**config.mk**
```make
export PLATFORM = sky130hd
export DESIGN_NAME = ssld_device_flat
export DESIGN_NICKNAME = d
export VERILOG_FILES = /design/src/pkg/ssld_pkg.sv /design/src/pkg/ssld_link_if.sv /design/src/rtl/ssld_pw_check.sv /design/src/rtl/ssld_device.sv /design/src/flat_wrapper.sv
export SDC_FILE = /design/constraint.sdc
export NUM_CORES = 1
export LEC_CHECK = 0
export CORE_AREA = 2 2 250 252
export CTS_BUF_LIST = sky130_fd_sc_hd__clkbuf_2 sky130_fd_sc_hd__clkbuf_4 sky130_fd_sc_hd__clkbuf_8
export CTS_CLUSTER_SIZE = 25
export DETAILED_ROUTE_END_ITERATION = 12
export DIE_AREA = 0 0 252 254
export DONT_BUFFER_PORTS = 1
export PLACE_DENSITY_LB_ADDON = 0.08
export SLEW_MARGIN = 20
export SYNTH_ARGS = -nofsm -noshare
export SYNTH_HDL_FRONTEND = slang
export SYNTH_SLANG_ARGS = --single-unit
```
**constraint.sdc**
```tcl
create_clock -name clock -period 3.45 [get_ports clock]
set_input_delay 0.1725 -clock clock [delete_from_list [all_inputs] [get_ports clock]]
set_output_delay 0.1725 -clock clock [all_outputs]
set_load 0.02 [all_outputs]
```
**src/pkg/ssld_pkg.sv**
```systemverilog
// constants and types shared by both ends of the sanitize-status and lock-disable link
`default_nettype none
package ssld_pkg;
  // command decode
  localparam logic [7:0] CMD_SANITIZE = 8'hb4;
  localparam logic [7:0] CMD_LOCK_OFF = 8'hf6;
  localparam logic [15:0] FEAT_STATUS = 16'h0000;
  // sector count fields
  localparam int CNT_CLEAR_FAILED = 0;
  localparam int CNT_DONE_OK = 15;
  localparam int CNT_IN_PROGRESS = 14;
  localparam int CNT_FROZEN = 13;
  localparam logic [15:0] PROGRESS_NONE = 16'hffff;
  // error reason codes
  localparam logic [7:0] REASON_NONE = 8'h00;
  localparam logic [7:0] REASON_UNSANITIZED = 8'h01;
  localparam logic [7:0] REASON_BAD_FEATURE = 8'h02;
  localparam logic [7:0] REASON_FROZEN = 8'h03;
  // error and status register bits
  localparam int ERR_ABORT = 2;
  localparam int ST_BUSY = 7;
  localparam int ST_READY = 6;
  localparam int ST_SEEK_DONE = 4;
  localparam int ST_DRQ = 3;
  localparam int ST_ERR = 0;
  // data sector layout, in 16-bit words
  localparam int SECTOR_WORDS = 256;
  localparam logic [7:0] WORD_CONTROL = 8'h00;
  localparam logic [7:0] WORD_PW_FIRST = 8'h01;
  localparam logic [7:0] WORD_PW_LAST = 8'h10;
  localparam logic [7:0] WORD_LAST = 8'hff;
  localparam int PW_BITS = 256;
  localparam int ID_BIT = 0;
  // host register map, byte offsets
  localparam logic [7:0] REG_COMMAND = 8'h00;
  localparam logic [7:0] REG_COUNT = 8'h04;
  localparam logic [7:0] REG_PW_BASE = 8'h08;
  localparam logic [7:0] REG_PW_END = 8'h24;
  localparam logic [7:0] REG_STATUS = 8'h28;
  localparam logic [7:0] REG_RESULT = 8'h2c;
  localparam int PW_REGS = 8;
  localparam int HST_DONE = 1;
  typedef enum logic [2:0] {
    SANITIZE_IDLE_STATE,
    SANITIZE_FROZEN_STATE,
    SANITIZE_ACTIVE_STATE,
    SANITIZE_FAILED_STATE,
    SANITIZE_SUCCEEDED_STATE
  } ssld_sanitize_t;
endpackage
`default_nettype wire

```
**src/pkg/ssld_link_if.sv**
```systemverilog
// command block link between host controller and drive command logic
`timescale 1ns/10ps
`default_nettype none
interface ssld_link_if;
  logic cmdStrobe;
  logic [7:0] cmdCode;
  logic [15:0] feature;
  logic [15:0] countIn;
  logic wordValid;
  logic [15:0] wordData;
  logic busy;
  logic drq;
  logic done;
  logic [7:0] statusReg;
  logic [7:0] errorReg;
  logic [15:0] countOut;
  logic [7:0] sectorNum;
  logic [7:0] cylLow;
  modport host_end (
    output cmdStrobe, cmdCode, feature, countIn, wordValid, wordData,
    input busy, drq, done, statusReg, errorReg, countOut, sectorNum, cylLow
  );
  modport device_end (
    input cmdStrobe, cmdCode, feature, countIn, wordValid, wordData,
    output busy, drq, done, statusReg, errorReg, countOut, sectorNum, cylLow
  );
endinterface
`default_nettype wire

```
**src/rtl/ssld_pw_check.sv**
```systemverilog
// word-by-word password comparator over the received sector
`timescale 1ns/10ps
`default_nettype none
module ssld_pw_check
  import ssld_pkg::*;
(
  // clock and reset
  input wire logic clock,
  input wire logic resetn,
  // received words
  input wire logic start,
  input wire logic wordTake,
  input wire logic [7:0] wordIndex,
  input wire logic [15:0] wordData,
  input wire logic useMaster,
  // stored passwords
  input wire logic [PW_BITS-1:0] userPassword,
  input wire logic [PW_BITS-1:0] masterPassword,
  // result
  output logic matched
);
  logic mismatch_q;
  logic [3:0] slot;
  logic [15:0] expected;

  assign slot = 4'(wordIndex - WORD_PW_FIRST);
  // identifier zero selects the user password, one the master
  assign expected = useMaster ? masterPassword[slot*16 +: 16] : userPassword[slot*16 +: 16];
  assign matched = !mismatch_q;

  always_ff @(posedge clock) begin
    if (!resetn || start) begin
      mismatch_q <= 1'b0;
    end else if (wordTake && wordIndex >= WORD_PW_FIRST && wordIndex <= WORD_PW_LAST
                 && wordData != expected) begin
      mismatch_q <= 1'b1;
    end
  end
endmodule // ssld_pw_check
`default_nettype wire

```
**src/rtl/ssld_device.sv**
```systemverilog
// drive-side command logic: sanitize status query and lock disable
//
// Local design decisions: the placing of the registers and the APB register port.
`timescale 1ns/10ps
`default_nettype none
// What this block does
// - decode B4h with feature 0000h as status
// - status query accepted in every sanitize state
// - clear flag, failed, persist set: go idle
// - clear flag, failed, persist clear: abort query
// - count bit 15 succeeded flag, survives reset
// - count bit 14 set while operation active
// - count bit 13 set while frozen
// - progress high byte cylinder, low sector
// - progress all ones when not active
// - unsanitized sectors left: abort status query
// - error reason code in sector number
// - decode F6h as lock disable
// - take one sector, disable lock on match
// - master password never changed by disable
// - security off and user identifier: abort
// - identifier picks user or master password
// - host issues disable whenever the link is not busy, locked or not
// - frozen state left to idle on reset
module ssld_device
  import ssld_pkg::*;
(
  // clock and resets
  input wire logic clock,
  input wire logic resetn,
  input wire logic retainResetn,
  // link to host
  ssld_link_if.device_end link,
  // sanitize engine events
  input wire logic opStart,
  input wire logic opPersist,
  input wire logic opFailed,
  input wire logic opSucceeded,
  input wire logic opUnsanitized,
  input wire logic freezeLock,
  input wire logic [15:0] progress,
  // security store
  input wire logic [PW_BITS-1:0] userPassword,
  input wire logic [PW_BITS-1:0] masterPassword,
  input wire logic setUserPassword,
  // state shown to the drive
  output ssld_sanitize_t sanitizeState,
  output logic securityEnabled,
  output logic lockDisabled
);
  typedef enum logic [1:0] {DEV_IDLE, DEV_RECEIVE, DEV_CHECK} ssld_dev_t;

  ssld_dev_t dev_q;
  ssld_sanitize_t san_q;
  logic persist_q;
  logic unsanitized_q;
  logic doneOk_q;
  logic secOn_q;
  logic idMaster_q;
  logic [7:0] wordCnt_q;
  logic busy_q, drq_q, done_q, lockOff_q;
  logic [7:0] status_q, error_q, secNum_q, cyl_q;
  logic [15:0] count_q;
  logic takeCmd, isStatus, isLockOff, wordTake, clearReq, pwMatch;
  logic queryAbort, clearOk;
  logic [7:0] queryReason;
  logic [15:0] progShown;

  // status value for a finished command; abort raises the error bit
  function automatic logic [7:0] finish_status(input logic abort);
    logic [7:0] s;
    s = 8'h00;
    s[ST_READY] = 1'b1;
    s[ST_SEEK_DONE] = 1'b1;
    s[ST_ERR] = abort;
    return s;
  endfunction

  function automatic logic [7:0] finish_error(input logic abort);
    logic [7:0] e;
    e = 8'h00;
    e[ERR_ABORT] = abort;
    return e;
  endfunction

  assign takeCmd = link.cmdStrobe && dev_q == DEV_IDLE;
  assign isStatus = link.cmdCode == CMD_SANITIZE;
  assign isLockOff = link.cmdCode == CMD_LOCK_OFF;
  assign wordTake = link.wordValid && drq_q;
  assign clearReq = link.countIn[CNT_CLEAR_FAILED];

  // status query is answered in any sanitize state, frozen and failed included
  always_comb begin
    queryAbort = 1'b0;
    queryReason = REASON_NONE;
    clearOk = 1'b0;
    if (link.feature != FEAT_STATUS) begin
      queryAbort = 1'b1;
      queryReason = REASON_BAD_FEATURE;
    end else if (clearReq && san_q == SANITIZE_FAILED_STATE && persist_q) begin
      clearOk = 1'b1;
    end else if (clearReq && san_q == SANITIZE_FAILED_STATE) begin
      queryAbort = 1'b1;
    end else if (unsanitized_q && (san_q == SANITIZE_FAILED_STATE || san_q == SANITIZE_SUCCEEDED_STATE)) begin
      queryAbort = 1'b1;
      queryReason = REASON_UNSANITIZED;
    end
  end

  // progress fraction over 65536, all ones outside an active operation
  assign progShown = (san_q == SANITIZE_ACTIVE_STATE) ? progress : PROGRESS_NONE;

  // sanitize state machine
  always_ff @(posedge clock) begin
    if (!resetn) begin
      san_q <= SANITIZE_IDLE_STATE;
    end else if (takeCmd && isStatus && clearOk) begin
      san_q <= SANITIZE_IDLE_STATE;
    end else begin
      case (san_q)
        SANITIZE_ACTIVE_STATE: begin
          if (opFailed) begin
            san_q <= SANITIZE_FAILED_STATE;
          end else if (opSucceeded) begin
            san_q <= SANITIZE_SUCCEEDED_STATE;
          end
        end
        SANITIZE_FROZEN_STATE: begin
          san_q <= SANITIZE_FROZEN_STATE;
        end
        default: begin
          if (freezeLock) begin
            san_q <= SANITIZE_FROZEN_STATE;
          end else if (opStart) begin
            san_q <= SANITIZE_ACTIVE_STATE;
          end
        end
      endcase
    end
  end

  // persist and unsanitized flags of the last operation
  always_ff @(posedge clock) begin
    if (!resetn) begin
      persist_q <= 1'b0;
      unsanitized_q <= 1'b0;
    end else if (opStart && san_q != SANITIZE_ACTIVE_STATE && san_q != SANITIZE_FROZEN_STATE && !freezeLock) begin
      persist_q <= opPersist;
      unsanitized_q <= 1'b0;
    end else if (san_q == SANITIZE_ACTIVE_STATE && (opFailed || opSucceeded)) begin
      unsanitized_q <= opUnsanitized;
    end
  end

  // completed-without-error flag, cleared by the retention reset or when a new operation starts
  always_ff @(posedge clock) begin
    if (!retainResetn) begin
      doneOk_q <= 1'b0;
    end else if (san_q == SANITIZE_ACTIVE_STATE && opSucceeded && !opFailed) begin
      doneOk_q <= 1'b1;
    end else if (san_q != SANITIZE_ACTIVE_STATE && san_q != SANITIZE_FROZEN_STATE && opStart && !freezeLock) begin
      doneOk_q <= 1'b0;
    end
  end

  // lock state; only the user password set can turn it back on
  always_ff @(posedge clock) begin
    if (!resetn) begin
      secOn_q <= 1'b0;
    end else if (dev_q == DEV_CHECK && !(!secOn_q && !idMaster_q) && pwMatch) begin
      secOn_q <= 1'b0;
    end else if (setUserPassword) begin
      secOn_q <= 1'b1;
    end
  end

  ssld_pw_check ssld_pw_check_i (
    .clock(clock),
    .resetn(resetn),
    .start(takeCmd),
    .wordTake(wordTake),
    .wordIndex(wordCnt_q),
    .wordData(link.wordData),
    .useMaster(idMaster_q),
    .userPassword(userPassword),
    .masterPassword(masterPassword),
    .matched(pwMatch)
  );

  // command sequencing and answer registers
  always_ff @(posedge clock) begin
    if (!resetn) begin
      dev_q <= DEV_IDLE;
      busy_q <= 1'b0;
      drq_q <= 1'b0;
      done_q <= 1'b0;
      lockOff_q <= 1'b0;
      wordCnt_q <= 8'h00;
      idMaster_q <= 1'b0;
      status_q <= finish_status(1'b0);
      error_q <= 8'h00;
      count_q <= 16'h0000;
      secNum_q <= 8'h00;
      cyl_q <= 8'h00;
    end else begin
      done_q <= 1'b0;
      lockOff_q <= 1'b0;
      case (dev_q)
        DEV_IDLE: begin
          if (takeCmd && isStatus) begin
            done_q <= 1'b1;
            status_q <= finish_status(queryAbort);
            error_q <= finish_error(queryAbort);
            count_q <= 16'h0000;
            count_q[CNT_DONE_OK] <= doneOk_q;
            count_q[CNT_IN_PROGRESS] <= san_q == SANITIZE_ACTIVE_STATE;
            count_q[CNT_FROZEN] <= san_q == SANITIZE_FROZEN_STATE;
            cyl_q <= progShown[15:8];
            secNum_q <= queryAbort ? queryReason : progShown[7:0];
          end else if (takeCmd && isLockOff) begin
            dev_q <= DEV_RECEIVE;
            busy_q <= 1'b1;
            drq_q <= 1'b1;
            wordCnt_q <= WORD_CONTROL;
            status_q <= 8'h00;
            status_q[ST_DRQ] <= 1'b1;
          end else if (takeCmd) begin
            done_q <= 1'b1;
            status_q <= finish_status(1'b1);
            error_q <= finish_error(1'b1);
            secNum_q <= REASON_NONE;
          end
        end
        DEV_RECEIVE: begin
          if (wordTake) begin
            if (wordCnt_q == WORD_CONTROL) begin
              idMaster_q <= link.wordData[ID_BIT];
            end
            wordCnt_q <= wordCnt_q + 8'h01;
            if (wordCnt_q == WORD_LAST) begin
              dev_q <= DEV_CHECK;
              drq_q <= 1'b0;
              status_q <= 8'h00;
              status_q[ST_BUSY] <= 1'b1;
            end
          end
        end
        DEV_CHECK: begin
          dev_q <= DEV_IDLE;
          busy_q <= 1'b0;
          done_q <= 1'b1;
          if ((!secOn_q && !idMaster_q) || !pwMatch) begin
            status_q <= finish_status(1'b1);
            error_q <= finish_error(1'b1);
          end else begin
            lockOff_q <= 1'b1;
            status_q <= finish_status(1'b0);
            error_q <= finish_error(1'b0);
          end
        end
        default: begin
          dev_q <= DEV_IDLE;
          busy_q <= 1'b0;
          drq_q <= 1'b0;
        end
      endcase
    end
  end

  assign link.busy = busy_q;
  assign link.drq = drq_q;
  assign link.done = done_q;
  assign link.statusReg = status_q;
  assign link.errorReg = error_q;
  assign link.countOut = count_q;
  assign link.sectorNum = secNum_q;
  assign link.cylLow = cyl_q;
  assign sanitizeState = san_q;
  assign securityEnabled = secOn_q;
  assign lockDisabled = lockOff_q;
endmodule // ssld_device
`default_nettype wire

```
**src/flat_wrapper.sv**
```systemverilog
// flat-port wrapper written by rule: the top's interface ports become plain ports
module ssld_device_flat import ssld_pkg::*;
  (clock, resetn, retainResetn, opStart, opPersist, opFailed, opSucceeded, opUnsanitized, freezeLock, progress, userPassword, masterPassword, setUserPassword, sanitizeState, securityEnabled, lockDisabled, link_cmdStrobe, link_cmdCode, link_feature, link_countIn, link_wordValid, link_wordData, link_busy, link_drq, link_done, link_statusReg, link_errorReg, link_countOut, link_sectorNum, link_cylLow);
  ssld_link_if link_i ();
  input wire logic clock;
  input wire logic resetn;
  input wire logic retainResetn;
  input wire logic opStart;
  input wire logic opPersist;
  input wire logic opFailed;
  input wire logic opSucceeded;
  input wire logic opUnsanitized;
  input wire logic freezeLock;
  input wire logic [15:0] progress;
  input wire logic [PW_BITS-1:0] userPassword;
  input wire logic [PW_BITS-1:0] masterPassword;
  input wire logic setUserPassword;
  output ssld_sanitize_t sanitizeState;
  output logic securityEnabled;
  output logic lockDisabled;
  input wire logic [$bits(link_i.cmdStrobe)-1:0] link_cmdStrobe;
  input wire logic [$bits(link_i.cmdCode)-1:0] link_cmdCode;
  input wire logic [$bits(link_i.feature)-1:0] link_feature;
  input wire logic [$bits(link_i.countIn)-1:0] link_countIn;
  input wire logic [$bits(link_i.wordValid)-1:0] link_wordValid;
  input wire logic [$bits(link_i.wordData)-1:0] link_wordData;
  output wire logic [$bits(link_i.busy)-1:0] link_busy;
  output wire logic [$bits(link_i.drq)-1:0] link_drq;
  output wire logic [$bits(link_i.done)-1:0] link_done;
  output wire logic [$bits(link_i.statusReg)-1:0] link_statusReg;
  output wire logic [$bits(link_i.errorReg)-1:0] link_errorReg;
  output wire logic [$bits(link_i.countOut)-1:0] link_countOut;
  output wire logic [$bits(link_i.sectorNum)-1:0] link_sectorNum;
  output wire logic [$bits(link_i.cylLow)-1:0] link_cylLow;
  assign link_i.cmdStrobe = link_cmdStrobe;
  assign link_i.cmdCode = link_cmdCode;
  assign link_i.feature = link_feature;
  assign link_i.countIn = link_countIn;
  assign link_i.wordValid = link_wordValid;
  assign link_i.wordData = link_wordData;
  assign link_busy = link_i.busy;
  assign link_drq = link_i.drq;
  assign link_done = link_i.done;
  assign link_statusReg = link_i.statusReg;
  assign link_errorReg = link_i.errorReg;
  assign link_countOut = link_i.countOut;
  assign link_sectorNum = link_i.sectorNum;
  assign link_cylLow = link_i.cylLow;
  ssld_device u_core (.clock(clock), .resetn(resetn), .retainResetn(retainResetn), .link(link_i), .opStart(opStart), .opPersist(opPersist), .opFailed(opFailed), .opSucceeded(opSucceeded), .opUnsanitized(opUnsanitized), .freezeLock(freezeLock), .progress(progress), .userPassword(userPassword), .masterPassword(masterPassword), .setUserPassword(setUserPassword), .sanitizeState(sanitizeState), .securityEnabled(securityEnabled), .lockDisabled(lockDisabled));
endmodule
```
==> reports/metrics.csv <==
stage,metric,value,unit
critical_path,cp-end-kind,flop,
clock_network,cts_sinks,47,
finish,instances_no_fill,1501,
finish,area_delta_synth_final,18.1,%
drt,vias_per_cell,4.35,
drt,wirelength,49.3,mm
logic_synthesis,ys.flop_type,dfxtp_1,
drt,vias,6533,
pwr,power,2.44,mW
finish,drive_gt1_frac,0.258,
clock_network,h-tree-depth,2,
clock_network,cts_tree,built,
sta,finalCritPeriodShare,0.935,
drt,met3_length,4.82,mm
logic_synthesis,synthArstFlopShare,0,
flow_run,cap_violations,0,
sta,slew-limit-headroom,0.282,
drt,ant_nets,0,
die,dieHeight,254,um
place,place_inst,1464,
drt,routedWlPerCell,32.9,um
logic_synthesis,synthCells,695,
clock_network,cts_buffer_depth,2,
sta,finalHoldViolations,0,
logic_synthesis,synth-edff-count,0,
global_route,grt_pass1_wl,63.5,mm
place,io_buffers,0,
sta,fin_worst_skew,0.0107,ns
drt,dr.max_layer_used,met5,
global_route,grt_pass1_vias,6813,
logic_synthesis,syn-cell-area,0.00704,sq mm
drt,firstDrtPassIters,5,
sta,setup_tns,0,ns
critical_path,path_max_fanout,16,
clock_network,root_buffer,clkbuf_8,
run_status,run_status,finished clean,
place,gp_congestion,1.10,
logic_synthesis,seq_area_frac_synth,0.134,
die,dieArea,0.0640,sq mm
clock_network,clock_latency,0.33,ns
drt,remaining_drc_errors,0,
sta,layout_min_cycle_time,3.23,ns
drt,drt-met1-wl,20.4,mm
sta,worst_hold_slack,0.0364,ns
pwr,peakVddDrop,124,uV
die,rows,91,
sta,max_freq,310,MHz
pwr,p_leak,2.45,nW
logic_synthesis,synth.distinct_cells,59,
critical_path,crit_arrival,3.43,ns
drt,dr_wl_met2,23.4,mm
clock_network,cts_made_buffers,5,
clock_network,cts-resized-gates,0,
place,hpwl,42.5,mm
finish,mostFrequentLayoutCells,"mux4_2 (114), nand2_1 (50), mux2i_1 (49)",
drt,drt-initial-drc-count,388,
global_route,globalRouteOverflowTotal,0,
logic_synthesis,ys_ff_latch,47,
critical_path,critPathRequiredTime,3.66,ns
logic_synthesis,yosysWarnings,0,
sta,worst_pin_slew,1.07,ns
finish,fin_nets,1295,
critical_path,startpoint_type,flop,
pwr,cellPowerDensity,294,mW/mm^2
global_route,grt_use_total,0.147,
die,core_area,0.0613,sq mm
global_route,grt_max_degree,71,
die,io_pins,652,
finish,mostFrequentLayoutCell,mux4_2,
min_path,hp-class,in2reg,
die,start_util,0.115,
critical_path,worstSetupPathType,reg2reg,
logic_synthesis,synth.avg_cell_area,10.1,sq um
global_route,antenna_found_initial,46,
sta,finalSetupViolations,0,
sta,rsz0062_at_grt,false,
die,die_x,252,um
clock_network,path_clk_slew,0.10,ns
sta,slew_viol_final,0,
==> worst paths after layout <==
| kind | startpoint | to | slack, ns | cells after the start |
|---|---|---|---|---|
| setup / recovery | u_core.wordCnt_q[0] | u_core.ssld_pw_check_i.mismatch_q | 0.22 | 10 |
| hold / removal | setUserPassword | u_core.securityEnabled | 0.04 | 2 |
| setup reg to reg | u_core.wordCnt_q[0] | u_core.ssld_pw_check_i.mismatch_q | 0.22 | 10 |
| hold reg to reg | u_core.doneOk_q | u_core.link.countOut[15] | 0.50 | 2 |
==> flip-flops by register name, indices dropped and copies added (netlist names), 2 cells and up <==
| register | flops |
|---|---|
| u_core.dev_q | 2 |
| u_core.link.countOut | 3 |
| u_core.link.cylLow | 8 |
| u_core.link.sectorNum | 8 |
| u_core.link.statusReg | 4 |
| u_core.sanitizeState | 3 |
| u_core.wordCnt_q | 8 |
==> cell usage after synthesis (2+ instances only) <==
cell | count | area (sq um)
ha_1 | 8 | 100
a21boi_0 | 7 | 52.6
or3_1 | 4 | 25.0
xor2_1 | 14 | 123
nand2_1 | 50 | 188
a22oi_1 | 5 | 37.5
buf_6 | 5 | 56.3
nor3b_1 | 8 | 60.1
mux4_1 | 8 | 210
o31ai_1 | 2 | 15.0
o2111ai_1 | 4 | 35.0
inv_1 | 12 | 45.0
dfxtp_1 | 47 | 941
a211oi_1 | 5 | 37.5
mux4_2 | 114 | 2570
nand4_1 | 13 | 81.3
nor2_1 | 45 | 169
o21a_1 | 2 | 15.0
clkbuf_1 | 22 | 82.6
xnor2_1 | 15 | 131
a221oi_1 | 11 | 96.3
nand3_1 | 41 | 205
and3_1 | 8 | 50.1
a31oi_1 | 4 | 25.0
o211ai_1 | 2 | 15.0
a2111oi_0 | 4 | 35.0
buf_4 | 35 | 263
nor4_1 | 9 | 56.3
o21ai_0 | 25 | 125
nor3_1 | 17 | 85.1
buf_2 | 25 | 125
a21oi_1 | 26 | 130
nor2b_1 | 12 | 75.1
nand2b_1 | 6 | 37.5
and2_1 | 7 | 43.8
mux2i_1 | 49 | 490
nand4b_1 | 2 | 17.5
==> per-layer routing <==
layer	GRT usage	vias to the layer above
met5	0	-
met1	0.182	3229
li1	-	2736
met3	0.0580	74
met4	0.0142	26
met2	0.248	468
==> cells by family (layout without fill, tap and decap cells) <==
family | Yosys count | count (layout) | synth area share
simple gates | 228 | 228 | 0.162
mux | 171 | 171 | 0.464
compound gates | 109 | 109 | 0.104
buf+inv | 101 | 75 | 0.0823
flops | 47 | 47 | 0.134
xor+xnor | 30 | 30 | 0.0384
fa+ha+maj | 8 | 8 | 0.0142
other cells | 1 | 43 | 0.000533
==> power by group <==
group / internal, mW / switching (mW) / leakage, nW
clock network: 0.140 / 0.233 / 0.0441
registers: 0.581 / 0.0829 / 0.383
logic: 0.603 / 0.800 / 2.02
total: 1.32 / 1.12 / 2.45
==> final cells by class <==
| type | instances | area [sq um] |
|---|---|---|
| Fill cell | 6958 | 52900 |
| Multi-Input combinational cell | 569 | 5660 |
| Tap cell | 790 | 988 |
| Sequential cell | 47 | 948 |
| Timing Repair Buffer | 55 | 526 |
| Clock buffer | 5 | 68.8 |
| Inverter | 13 | 50.0 |
| Antenna cell | 20 | 50.0 |
| Clock inverter | 2 | 13.8 |
==> per-stage QoR <==
stage	util	setup WS [ns]	area, sq um
global placement	0.132	0.189	8080
global route	0.135	0.00417	8260
detailed placement	0.132	0.179	8080
finish	0.136	0.223	8310
floorplan	-	0.0414	7120
CTS	0.135	0.142	8260
==> worst max-delay path: stages (launching register included) <==
cell,delay [ns]
dfxtp_4,0.40
clkinv_2,0.08
ha_4,0.19
xor2_4,0.17
buf_12,0.18
mux4_1,0.34
mux4_2,0.53
xor2_1,0.17
or4_4,0.51
a221oi_2,0.37
a311oi_1,0.14
==> repair_timing <==
action	in CTS	in global routing
setup endpoints to repair	0	0
hold buffers	10	0
buffers inserted	0	0
endpoints found under the hold margin	29	0
Power figures use the tool's default switching activity.
